`src/inc/ckgr_pkg.sv`:
```
// ckgr_pkg: addresses, field positions and reset values for the low
// configuration register bank of the clock generator.
// assumes a byte-wide register port with 10-bit addresses.
package ckgr_pkg;

  localparam int          ADDR_W          = 10;
  localparam int          DATA_W          = 8;

  // register addresses
  localparam logic [9:0]  ADDR_PORT_CFG   = 10'h000;
  localparam logic [9:0]  ADDR_UNUSED_ONE = 10'h001;
  localparam logic [9:0]  ADDR_SIL_REV    = 10'h002;
  localparam logic [9:0]  ADDR_DEV_ID     = 10'h003;
  localparam logic [9:0]  ADDR_RB_SEL     = 10'h004;
  localparam logic [9:0]  ADDR_CUST_LO    = 10'h005;
  localparam logic [9:0]  ADDR_CUST_HI    = 10'h006;
  localparam logic [9:0]  ADDR_UNUSED_LO  = 10'h007;
  localparam logic [9:0]  ADDR_UNUSED_HI  = 10'h00f;
  localparam logic [9:0]  ADDR_PD_PUMP    = 10'h010;
  localparam logic [9:0]  ADDR_REF_LO     = 10'h011;
  localparam logic [9:0]  ADDR_REF_HI     = 10'h012;
  localparam logic [9:0]  ADDR_FINE_FB    = 10'h013;
  localparam logic [9:0]  ADDR_FB_LO      = 10'h014;
  localparam logic [9:0]  ADDR_FB_HI      = 10'h015;

  // port config field positions (mirrored nibbles)
  localparam int          PC_SDO_LO       = 0;
  localparam int          PC_LSB_LO       = 1;
  localparam int          PC_RST_LO       = 2;
  localparam int          PC_RST_HI       = 5;
  localparam int          PC_LSB_HI       = 6;
  localparam int          PC_SDO_HI       = 7;
  localparam int          RB_ACTIVE_BIT   = 0;

  // reset values
  localparam logic [7:0]  RST_ZERO        = 8'h00;
  localparam logic [7:0]  RST_REF_LO      = 8'h01;
  localparam logic [7:0]  RST_FB_LO       = 8'h03;
  localparam logic [7:0]  RST_PD_PUMP     = 8'h00;

  // field widths of the upper divider bytes
  localparam logic [7:0]  REF_HI_MASK     = 8'h3f;
  localparam logic [7:0]  FINE_FB_MASK    = 8'h3f;
  localparam logic [7:0]  FB_HI_MASK      = 8'h1f;

  // register access request, read or write
  typedef struct packed {
    logic              wr;
    logic              rd;
    logic [9:0]        addr;
    logic [7:0]        wdata;
  } ckgr_req_s;

  // control bank carried to the pll
  typedef struct packed {
    logic [7:0]        pd_pump;
    logic [13:0]       ref_div;
    logic [5:0]        fine_fb_div;
    logic [12:0]       fb_div;
    logic [15:0]       cust_ver;
  } ckgr_bank_s;

endpackage

```
`src/hdl/ckgr_regs.sv`:
```
// ckgr_regs: low configuration bank with buffer and active copies.
// assumes the serial port front end decodes frames into byte accesses
// on clk_i and raises update_i as a one-cycle transfer strobe.
//
// Function
// - writes to addresses outside the map change nothing.
// - port config soft reset bits clear themselves after triggering.
// - 14-bit reference divider, low byte 0x011 resets to one.
// - 13-bit feedback divider, low 0x014 resets three, high 0x015 zero.
// - writes land in buffer bank; transfer strobe copies to active.
`timescale 1ns/1ps
module ckgr_regs #(
  parameter logic [7:0] SIL_REV_ID = 8'h5a, // arbitrary value
  parameter logic [7:0] DEV_ID     = 8'ha5  // arbitrary value
) (
  // clock and reset
  input  wire logic                  clk_i,
  input  wire logic                  srst_i,
  // serial mode, same clock domain
  input  wire logic                  i2c_mode_i,
  // register access
  input  wire ckgr_pkg::ckgr_req_s   req_i,
  input  wire logic                  update_i,
  output logic [7:0]                 rdata_o,
  output logic                       rvalid_o,
  // port control
  output logic                       soft_reset_o,
  output logic                       sdo_active_o,
  output logic                       lsb_first_o,
  // active bank
  output ckgr_pkg::ckgr_bank_s       active_o
);

  ckgr_pkg::ckgr_bank_s buf_reg, buf_next;
  ckgr_pkg::ckgr_bank_s act_reg, act_next;
  logic [7:0]           pcfg_reg, pcfg_next;
  logic                 rbsel_reg, rbsel_next;
  logic [7:0]           rdata_reg, rdata_next;
  logic                 rvalid_reg, rvalid_next;
  logic                 srst_pulse_reg, srst_pulse_next;

  // spi: fold either nibble into a symmetric pattern
  function automatic logic [7:0] mirror_cfg(input logic [7:0] d,
                                            input logic i2c);
    logic sdo;
    logic lsb;
    logic rst;
    sdo = d[ckgr_pkg::PC_SDO_LO] | d[ckgr_pkg::PC_SDO_HI];
    lsb = d[ckgr_pkg::PC_LSB_LO] | d[ckgr_pkg::PC_LSB_HI];
    rst = d[ckgr_pkg::PC_RST_LO] | d[ckgr_pkg::PC_RST_HI];
    mirror_cfg = ckgr_pkg::RST_ZERO;
    if (i2c) begin
      mirror_cfg[ckgr_pkg::PC_RST_LO] = rst;
      mirror_cfg[ckgr_pkg::PC_RST_HI] = rst;
    end else begin
      mirror_cfg[ckgr_pkg::PC_SDO_LO] = sdo;
      mirror_cfg[ckgr_pkg::PC_SDO_HI] = sdo;
      mirror_cfg[ckgr_pkg::PC_LSB_LO] = lsb;
      mirror_cfg[ckgr_pkg::PC_LSB_HI] = lsb;
      mirror_cfg[ckgr_pkg::PC_RST_LO] = rst;
      mirror_cfg[ckgr_pkg::PC_RST_HI] = rst;
    end
  endfunction

  // one source of bank defaults, so reset and soft reset cannot drift apart
  function automatic ckgr_pkg::ckgr_bank_s bank_dflt();
    bank_dflt          = '0;
    bank_dflt.pd_pump  = ckgr_pkg::RST_PD_PUMP;
    bank_dflt.ref_div  = {6'h00, ckgr_pkg::RST_REF_LO};
    bank_dflt.fb_div   = {5'h00, ckgr_pkg::RST_FB_LO};
    bank_dflt.cust_ver = {ckgr_pkg::RST_ZERO, ckgr_pkg::RST_ZERO};
  endfunction

  function automatic logic [7:0] bank_byte(input ckgr_pkg::ckgr_bank_s b,
                                           input logic [9:0] a);
    bank_byte = ckgr_pkg::RST_ZERO;
    case (a)
      ckgr_pkg::ADDR_CUST_LO: bank_byte = b.cust_ver[7:0];
      ckgr_pkg::ADDR_CUST_HI: bank_byte = b.cust_ver[15:8];
      ckgr_pkg::ADDR_PD_PUMP: bank_byte = b.pd_pump;
      ckgr_pkg::ADDR_REF_LO:  bank_byte = b.ref_div[7:0];
      ckgr_pkg::ADDR_REF_HI:  bank_byte = {2'h0, b.ref_div[13:8]};
      ckgr_pkg::ADDR_FINE_FB: bank_byte = {2'h0, b.fine_fb_div};
      ckgr_pkg::ADDR_FB_LO:   bank_byte = b.fb_div[7:0];
      ckgr_pkg::ADDR_FB_HI:   bank_byte = {3'h0, b.fb_div[12:8]};
      default:                bank_byte = ckgr_pkg::RST_ZERO;
    endcase
  endfunction

  always_comb begin
    buf_next        = buf_reg;
    act_next        = act_reg;
    pcfg_next       = pcfg_reg;
    rbsel_next      = rbsel_reg;
    srst_pulse_next = 1'b0;
    // soft reset bits drop after one cycle
    pcfg_next[ckgr_pkg::PC_RST_LO] = 1'b0;
    pcfg_next[ckgr_pkg::PC_RST_HI] = 1'b0;
    if (req_i.wr) begin
      case (req_i.addr)
        ckgr_pkg::ADDR_PORT_CFG: begin
          pcfg_next       = mirror_cfg(req_i.wdata, i2c_mode_i);
          srst_pulse_next = req_i.wdata[ckgr_pkg::PC_RST_LO] |
                            req_i.wdata[ckgr_pkg::PC_RST_HI];
        end
        ckgr_pkg::ADDR_RB_SEL:
          rbsel_next = req_i.wdata[ckgr_pkg::RB_ACTIVE_BIT];
        ckgr_pkg::ADDR_CUST_LO: buf_next.cust_ver[7:0] = req_i.wdata;
        ckgr_pkg::ADDR_CUST_HI: buf_next.cust_ver[15:8] = req_i.wdata;
        ckgr_pkg::ADDR_PD_PUMP: buf_next.pd_pump = req_i.wdata;
        ckgr_pkg::ADDR_REF_LO:  buf_next.ref_div[7:0] = req_i.wdata;
        ckgr_pkg::ADDR_REF_HI:
          buf_next.ref_div[13:8] = req_i.wdata[5:0];
        ckgr_pkg::ADDR_FINE_FB: buf_next.fine_fb_div = req_i.wdata[5:0];
        ckgr_pkg::ADDR_FB_LO:   buf_next.fb_div[7:0] = req_i.wdata;
        ckgr_pkg::ADDR_FB_HI:
          buf_next.fb_div[12:8] = req_i.wdata[4:0];
        // unused, read-only and unmapped: no state change
        default: ;
      endcase
    end
    // strobe copies what the buffer holds after this cycle's write
    if (update_i) begin
      act_next = buf_next;
    end
    // soft reset restores the bank defaults
    if (srst_pulse_reg) begin
      buf_next   = bank_dflt();
      act_next   = buf_next;
      rbsel_next = 1'b0;
      pcfg_next  = ckgr_pkg::RST_ZERO;
    end
  end

  always_comb begin
    rvalid_next = req_i.rd;
    rdata_next  = ckgr_pkg::RST_ZERO;
    case (req_i.addr)
      ckgr_pkg::ADDR_PORT_CFG: rdata_next = pcfg_reg;
      ckgr_pkg::ADDR_SIL_REV:  rdata_next = SIL_REV_ID;
      ckgr_pkg::ADDR_DEV_ID:   rdata_next = DEV_ID;
      ckgr_pkg::ADDR_RB_SEL:   rdata_next = {7'h00, rbsel_reg};
      default:
        rdata_next = rbsel_reg ? bank_byte(act_reg, req_i.addr)
                               : bank_byte(buf_reg, req_i.addr);
    endcase
    if (!req_i.rd) begin
      rdata_next = rdata_reg;
    end
  end

  always_ff @(posedge clk_i) begin
    if (srst_i) begin
      buf_reg        <= bank_dflt();
      act_reg        <= bank_dflt();
      pcfg_reg       <= ckgr_pkg::RST_ZERO;
      rbsel_reg      <= 1'b0;
      rdata_reg      <= ckgr_pkg::RST_ZERO;
      rvalid_reg     <= 1'b0;
      srst_pulse_reg <= 1'b0;
    end else begin
      buf_reg        <= buf_next;
      act_reg        <= act_next;
      pcfg_reg       <= pcfg_next;
      rbsel_reg      <= rbsel_next;
      rdata_reg      <= rdata_next;
      rvalid_reg     <= rvalid_next;
      srst_pulse_reg <= srst_pulse_next;
    end
  end

  assign rdata_o      = rdata_reg;
  assign rvalid_o     = rvalid_reg;
  assign soft_reset_o = srst_pulse_reg;
  assign sdo_active_o = pcfg_reg[ckgr_pkg::PC_SDO_LO];
  assign lsb_first_o  = pcfg_reg[ckgr_pkg::PC_LSB_LO];
  assign active_o     = act_reg;
endmodule // ckgr_regs

```
`config.mk`:
```
export PLATFORM = sky130hd
export DESIGN_NAME = ckgr_regs
export DESIGN_NICKNAME = d
export VERILOG_FILES = /design/src/inc/ckgr_pkg.sv /design/src/hdl/ckgr_regs.sv
export SDC_FILE = /design/constraint.sdc
export NUM_CORES = 1
export LEC_CHECK = 0
export BUFFER_PORTS_ARGS = -buffer_cell sky130_fd_sc_hd__buf_2
export CAP_MARGIN = 30
export CORE_ASPECT_RATIO = 1.1
export CORE_MARGIN = 4
export CORE_UTILIZATION = 50
export CTS_BUF_LIST = sky130_fd_sc_hd__clkbuf_4
export CTS_CLUSTER_DIAMETER = 60
export DETAILED_ROUTE_END_ITERATION = 10
export PLACE_DENSITY_LB_ADDON = 0.25
export SETUP_SLACK_MARGIN = 0.5
export SLEW_MARGIN = 20
export SYNTH_ARGS = -nofsm -noshare
export SYNTH_HDL_FRONTEND = slang
export SYNTH_SLANG_ARGS = --single-unit
```
`constraint.sdc`:
```
create_clock -name clk_i -period 1.8 [get_ports clk_i]
set_input_delay 0.09 -clock clk_i [delete_from_list [all_inputs] [get_ports clk_i]]
set_output_delay 0.09 -clock clk_i [all_outputs]
set_load 0.01 [all_outputs]
```
# Word-level counts from Yosys, hierarchy flattened
# Index checks and enable logic that the tools add are counted.
[word_totals]
ff_bits = 130
in_bits = 24
output_inout_bits = 69
[classes]
eq_ne = 11
n_mux = 15
bitwise = 5
reduce_logical = 6
[op_table]
columns = ["op", "n"]
rows = [
  ["$pmux 8 s8", 2],
  ["$eq 10x5->1 const B", 6],
  ["$mux 57", 1],
  ["$mux 8", 6],
  ["$pmux 8 s4", 1],
  ["$eq 10x3->1 const B", 3],
  ["$eq 10x2->1 const B", 2],
  ["$mux 6", 2],
  ["$logic_not 10->1", 1],
  ["$mux 5", 1],
  ["$mux 2", 2],
  ["$reduce_and 2->1", 2],
  ["$reduce_or 4->1", 1],
  ["$or 1x1->1", 3],
  ["$reduce_or 3->1", 1],
  ["$not 1->1", 2],
  ["$reduce_or 2->1", 1],
]

# Longest topological paths before layout
# Gate-level depths: netlist (run 1).
[depth]
ltp_word = 4
depth_mapped = 8

# Worst setup path after synthesis (run 1)
# OpenSTA, ideal clock, no wires.
[synth_timing]
path_kind = "input port to flip-flop"
startpoint = "in req_i[10] (netlist name)"
endpoint = "reg act_reg (netlist bit active_o[8])"
setup_time_ns = 0.086
arrival_ns = 1.657
required_ns = 1.714
setup_slack_ns = 0.057
cell_stages = 7
path_buffers = 2
cell_sequence = "buf_2 -> or4b_1 -> clkbuf_1 -> nor3_4 -> nand2_2 -> mux2i_1 -> a211oi_1"
[synth_via]
elab_chain_len = 3
[synth_lines]
columns = ["item", "line", "rtl"]
rows = [
  ["start, declared", "ckgr_regs.sv:22", "input wire ckgr_pkg::ckgr_req_s req_i,"],
  ["$eq 10x3->1", "ckgr_regs.sv:100", "case (req_i.addr)"],
  ["$mux 8", "ckgr_regs.sv:100", ""],
  ["$mux 57", "ckgr_regs.sv:99", "if (req_i.wr) begin"],
  ["end signal, assigned", "ckgr_regs.sv:155", "act_reg <= bank_dflt();"],
  ["end signal, assigned", "ckgr_regs.sv:163", "act_reg <= act_next;"],
  ["end, declared", "ckgr_regs.sv:35", "ckgr_pkg::ckgr_bank_s act_reg, act_next;"],
]
# No other way between the ends.
# A chain may end at the register's enable or synchronous reset.

# Final worst setup path (run 1)
[layout_timing]
startpoint = "reg buf_reg[32] (netlist name)"
endpoint = "reg rdata_reg[3], in the netlist rdata_o[3]"
[layout_via]
elab_chain_len = 3
[layout_lines]
columns = ["item", "line", "rtl"]
rows = [
  ["start, declared", "ckgr_regs.sv:34", "ckgr_pkg::ckgr_bank_s buf_reg, buf_next;"],
  ["start signal, assigned", "ckgr_regs.sv:154", "buf_reg <= bank_dflt();"],
  ["start signal, assigned", "ckgr_regs.sv:162", "buf_reg <= buf_next;"],
  ["$pmux 8 s8", "ckgr_regs.sv:77", "case (a)"],
  ["$mux 8", "ckgr_regs.sv:144", "rdata_next = rbsel_reg ? bank_byte(act_reg, req_i.addr)"],
  ["$pmux 8 s4", "ckgr_regs.sv:138", "case (req_i.addr)"],
  ["end signal, assigned", "ckgr_regs.sv:158", "rdata_reg <= ckgr_pkg::RST_ZERO;"],
  ["end signal, assigned", "ckgr_regs.sv:166", "rdata_reg <= rdata_next;"],
  ["end, declared", "ckgr_regs.sv:38", "logic [7:0] rdata_reg, rdata_next;"],
]
# No other way between the ends.

==> flow_summary.toml, run 1 <==
[logic_synthesis]
synth_cell_type_count = 66
ys_seq_area_share_pct = 44.45
synth_area_per_cell_um2 = 9.223
synthFlopType = "dfxtp_1"
syn_area_um2 = 5764
netlist_top_cells_count = "dfxtp_1 (128), nor2_1 (96), mux2i_1 (86)"
syn_nets = 649
synth_edf_count = 0
syn_inst = 625
synth_area_leaders = "dfxtp_1 (44%), mux2i_1 (15%), nor2_1 (6.3%)"
synth_seq_cells = 128
async_flop_share_pct = 0
synth.most_common_cell = "dfxtp_1"
synth.largest_area_cell = "dfxtp_1"
yosysWarnings = 0
netlist.area_leader.share_pct = 44.45

[drt]
drt_iter0_markers = 481
postRouteAntennaNets = 0
remaining_drc_errors = 0
firstDrtPassIters = 4
viasPerCell = 6.106
vias = 5569
routedWlPerCell_um = 21.02
drt_wl_total_um = 19170

[power_and_ir_drop]
p_int_mw = 4.468
power_frac_seq_pct = 48.4
p_clk_share_pct = 40.3
comb_power_share_pct = 11.3
power_density_nw_per_um2 = 799.2
p_leak_nw = 3.143
ir_drop_uv = 495.5
swShare_pct = 26.93
p_total_mw = 6.114
p_sw_mw = 1.647

[sta]
tightest_slew_ps = 531.4
setup_viol = 0
report.final.slew_viol_count = 0
fin_worst_skew_ps = 17.76
fin_crit_sh_pct = 89.07
post-route-min-period_ps = 1603
hold_ws_ps = 41.43
clock.fmax_mhz = 623.7
report.final.hold_viol_count = 0
tns_ps = 0
grt_setup_unrepaired = "yes"
relSlewSlack_pct = 64.09

[hold_path]
holdPathStages = 3
holdCritPathClass = "input pin to register"
hp-start = "req_i[3]"
whs_endpoint = "buf_reg[3]"

[worst_setup_path]
cp-start-kind = "register"
cp-end-kind = "register"
timing.rr.start = "buf_reg[32]"
setup.worst_path.class = "register to register"
r2r_end = "rdata_o[3]"
reg2reg_depth = 5
worstPathMaxFanout = 2
reg2reg_setup_slack_ps = 200
cp.arrival_ps = 2030
cp.required_ps = 2230
startpoint = "buf_reg[32]"

[clock_network]
numCtsBuffers = 17
ctsRootBufferMaster = "clkbuf_4"
h-tree-depth = 4
cts_tree = "done"
insertion_delay_ps = 550
clk_pin_slew_ps = 130
clockBufferDepth = 2
cts_sinks = 128

[finish]
finalNonFillerCells = 912
drive_above_1_share_pct = 36.34
num_antenna_cells = 0
nNetsFinal = 776
final_cell_area_um2 = 7651
area_growth_pct = 32.73

[placed_design]
dp_cells = 857
dp_hpwl_um = 13080
io_buffers = 92
gp_congestion = 0.9657
placed_area_um2 = 6675

[global_route]
grtUsageTotal_pct = 28.28
antenna_found_initial = 0
grt_start_max_net_pins = 115
grt_pass1_wl_um = 28680
grt_pass1_vias = 5357
gr-total-overflow = 0

[floorplan]
die_area_um2 = 13310
die_h_um = 120.6
rows = 40
core_um2 = 11110
initial_core_util_pct = 51.88
dieWidth_um = 110.4
top_level_ports = 93

[outcome]
outcome = "finished clean"

[run]
cap_violations = 0
==> metrics by stage <==
stage	utilization [%]	worst slack [ps]
final	68.86	196.7
after global routing	68.86	156.6
after CTS	65.52	271.0
after detailed placement	60.08	-141.8
after global placement	60.08	-98.70
after floorplan	-	126.7
==> layer usage <==
metal  up-vias  wire [um]  part of all wire (%)  GRT usage [%]
met1      2701       7824                    41          35.15
met4         0        764                   4.0          12.32
met5         -          0                     0              0
li1       2549          -                     -              -
met2       262       9140                    48          45.52
met3        57       1437                   7.5          7.742
==> timing repair <==
item,in CTS,in global routing
cloned,0,2
pin swaps,9,15
resized for setup,30,67
setup endpoints to repair,24,65
setup buffers,5,5
hold buffers,11,0
hold endpoints to repair,35,0
==> cell families after synthesis <==
logic type	Yosys count	synth area share, %
compound gates	172	19.28
flops	128	44.45
mux	92	16.50
buf+inv	61	4.341
simple gates	172	15.43
==> worst max-delay path, stage by stage (launching register included) <==
cell	delay [ps]
dfxtp_2	340
mux2_2	260
a22o_1	220
a222oi_1	320
nor2_1	90
o31a_1	280
==> worst max-delay path by stage <==
stage	to	slack (ps)	cells past startpoint
3_3_place_gp	active_o[38]	-100	7
3_5_place_dp	active_o[37]	-140	7
5_1_grt	rdata_o[3]	160	5
4_1_cts	rdata_o[3]	270	5
6_report	rdata_o[3]	200	5
2_1_floorplan	active_o[0]	130	5
==> cells in the final DEF (no fill, tap or decap), types with 14 or more instances in the layout <==
cell	n
mux2i_2	14
buf_4	47
dfxtp_2	19
dfxtp_1	109
buf_2	89
a21oi_1	51
o21ai_0	40
clkbuf_4	18
nor2_1	93
mux2i_1	67
==> final cells by class <==
class | instances | area [um2]
fillers | 902 | 3460
multi-input cells | 437 | 3327
flip-flops and latches | 128 | 2586
repair buffers | 164 | 1177
clock inverters | 14 | 226.5
well taps | 147 | 183.9
clock buffers | 18 | 135.1
inverters | 4 | 15.01
==> power by group through the flow <==
stage	combinational (mW)	clock [mW]	sequential, mW
global placement	0.585	0	3.01
global route	0.739	2.62	2.97
finish	0.692	2.46	2.96
CTS	0.630	2.47	2.96
detailed placement	0.593	0	3.02
floorplan	0.317	0	3.04
No activity file was read; power rests on OpenSTA's default activity.
==> run 2, diff against run 1 <==
--- a/config.mk
+++ b/config.mk
@@ -7,9 +7,11 @@
 export LEC_CHECK = 0
 export BUFFER_PORTS_ARGS = -buffer_cell sky130_fd_sc_hd__buf_2
 export CAP_MARGIN = 30
+export CELL_PAD_IN_SITES_DETAIL_PLACEMENT = 0
+export CELL_PAD_IN_SITES_GLOBAL_PLACEMENT = 1
 export CORE_ASPECT_RATIO = 1.1
 export CORE_MARGIN = 4
-export CORE_UTILIZATION = 50
+export CORE_UTILIZATION = 40
 export CTS_BUF_LIST = sky130_fd_sc_hd__clkbuf_4
 export CTS_CLUSTER_DIAMETER = 60
 export DETAILED_ROUTE_END_ITERATION = 10
==> constraint.sdc (replaced) <==
create_clock -name clk_i -period 1.8 [get_ports clk_i]
set_input_delay 0.36 -clock clk_i [delete_from_list [all_inputs] [get_ports clk_i]]
set_output_delay 0.36 -clock clk_i [all_outputs]
set_load 0.01 [all_outputs]
==> flow_summary.toml, run 2 (same netlist as run 1, synthesis figures left out) <==
[floorplan]
top_level_ports = 93
dieWidth_um = 122.5
rows = 45
initial_core_util_pct = 41.28
die_area_um2 = 16400
die_h_um = 133.9
core_um2 = 13960

[clock_network]
numCtsBuffers = 17
cts_sinks = 128
clk_pin_slew_ps = 120
h-tree-depth = 4
insertion_delay_ps = 550
clockBufferDepth = 2
ctsRootBufferMaster = "clkbuf_4"
cts_tree = "done"

[worst_setup_path]
cp.arrival_ps = 2110
startpoint = "buf_reg[46]"
worstPathMaxFanout = 2
timing.rr.start = "buf_reg[46]"
cp-end-kind = "register"
cp.required_ps = 2250
cp-start-kind = "register"
setup.worst_path.class = "register to register"

[finish]
drive_above_1_share_pct = 58.43
finalNonFillerCells = 1019
area_growth_pct = 64.68
n_fill_cell = 1152
multi_input_area_um2 = 4086
layout_commonest_cell = "buf_4"
final_cell_mix = "buf_4 (105), nor2_1 (93), buf_6 (87), dfxtp_2 (63), dfxtp_1 (56)"
nNetsFinal = 841
fin_util_pct = 67.98
ff_latch_area_um2 = 2675

[sta]
report.final.slew_viol_count = 0
tightest_slew_ps = 567.2
fin_worst_skew_ps = 15.12
clock.fmax_mhz = 604.0
hold_ws_ps = 89.54
report.final.hold_viol_count = 0
post-route-min-period_ps = 1656
fin_crit_sh_pct = 91.97
grt_setup_unrepaired = "yes"
setup_viol = 0
relSlewSlack_pct = 62.19

[placed_design]
dp_cells = 926
gp_congestion = 0.9054
dp_hpwl_um = 14270
io_buffers = 92

[drt]
vias = 5741
drt_iter0_markers = 388
remaining_drc_errors = 0
routedWlPerCell_um = 21.23
postRouteAntennaNets = 0
viasPerCell = 5.634
drt_wl_total_um = 21630
firstDrtPassIters = 5

[outcome]
outcome = "finished clean"

[global_route]
grt_pass1_vias = 5759
grtUsageTotal_pct = 26.67
grt_start_max_net_pins = 115
grt_pass1_wl_um = 32950
gr-total-overflow = 0
antenna_found_initial = 1

[hold_path]
holdCritPathClass = "input pin to register"
hp-start = "i2c_mode_i"

[power_and_ir_drop]
power_density_nw_per_um2 = 615.8
ir_drop_uv = 415.1
p_leak_nw = 3.539

[run]
cap_violations = 0
==> run 2: power breakdown <==
group	internal [mW]	total, mW	switching (mW)
registers	2.90	2.96	0.0614
logic	0.441	0.945	0.504
clock network	0.809	1.94	1.13
total	4.15	5.85	1.69
==> run 2: layout make-up <==
cell class / count / area share [%]
Antenna cell: 1 / 0.02636
Clock buffer: 17 / 1.344
Clock inverter: 15 / 1.503
Inverter: 4 / 0.1582
Multi-Input combinational cell: 437 / 43.05
Sequential cell: 128 / 28.18
Tap cell: 188 / 2.478
Timing Repair Buffer: 229 / 23.26
==> run 2: worst max-delay path, cell delays in order (launching register included) <==
cell,delay [ps]
dfxtp_2,340
mux2_4,270
a22o_4,240
a222oi_1,390
nor2_1,80
o31a_1,240
==> run 2: timing repair <==
action	CTS	global route
hold buffers	0	0
buffers inserted	47	10
cloned	3	0
resized for setup	262	122
setup endpoints to repair	193	194
pin swaps	46	29
==> run 2: per-layer routing <==
layer  wire (um)  vias to the layer above  GRT usage, %
met5           0                        -             0
met4         571                        0         10.77
met3        1017                       32         5.272
met2       10890                      155         44.73
met1        9147                     2867         33.47
li1            -                     2687             -
==> run 2: path summary, 6_finish.rpt <==
path                            depth (start not counted)           to  slack (ps)
worst max-delay path                                    5   rdata_o[3]         140
worst min-delay path                                    3  pcfg_reg[6]          90
worst max register to register                          5   rdata_o[3]         140
worst min register to register                          2  active_o[0]         520
==> run 2: per-stage QoR <==
| step | setup slack [ps] | instance area [um2] | power [mW] | setup TNS [ps] |
|---|---|---|---|---|
| global placement | -403.0 | 6937 | 3.648 | -31630 |
| detailed placement | -394.8 | 6937 | 3.653 | -33190 |
| finish | 144.5 | 9493 | 5.845 | 0 |
| CTS | 195.9 | 8738 | 5.802 | 0 |
| global route | 127.2 | 9493 | 6.075 | 0 |
| floorplan | -143.3 | 5886 | 3.354 | -5597 |
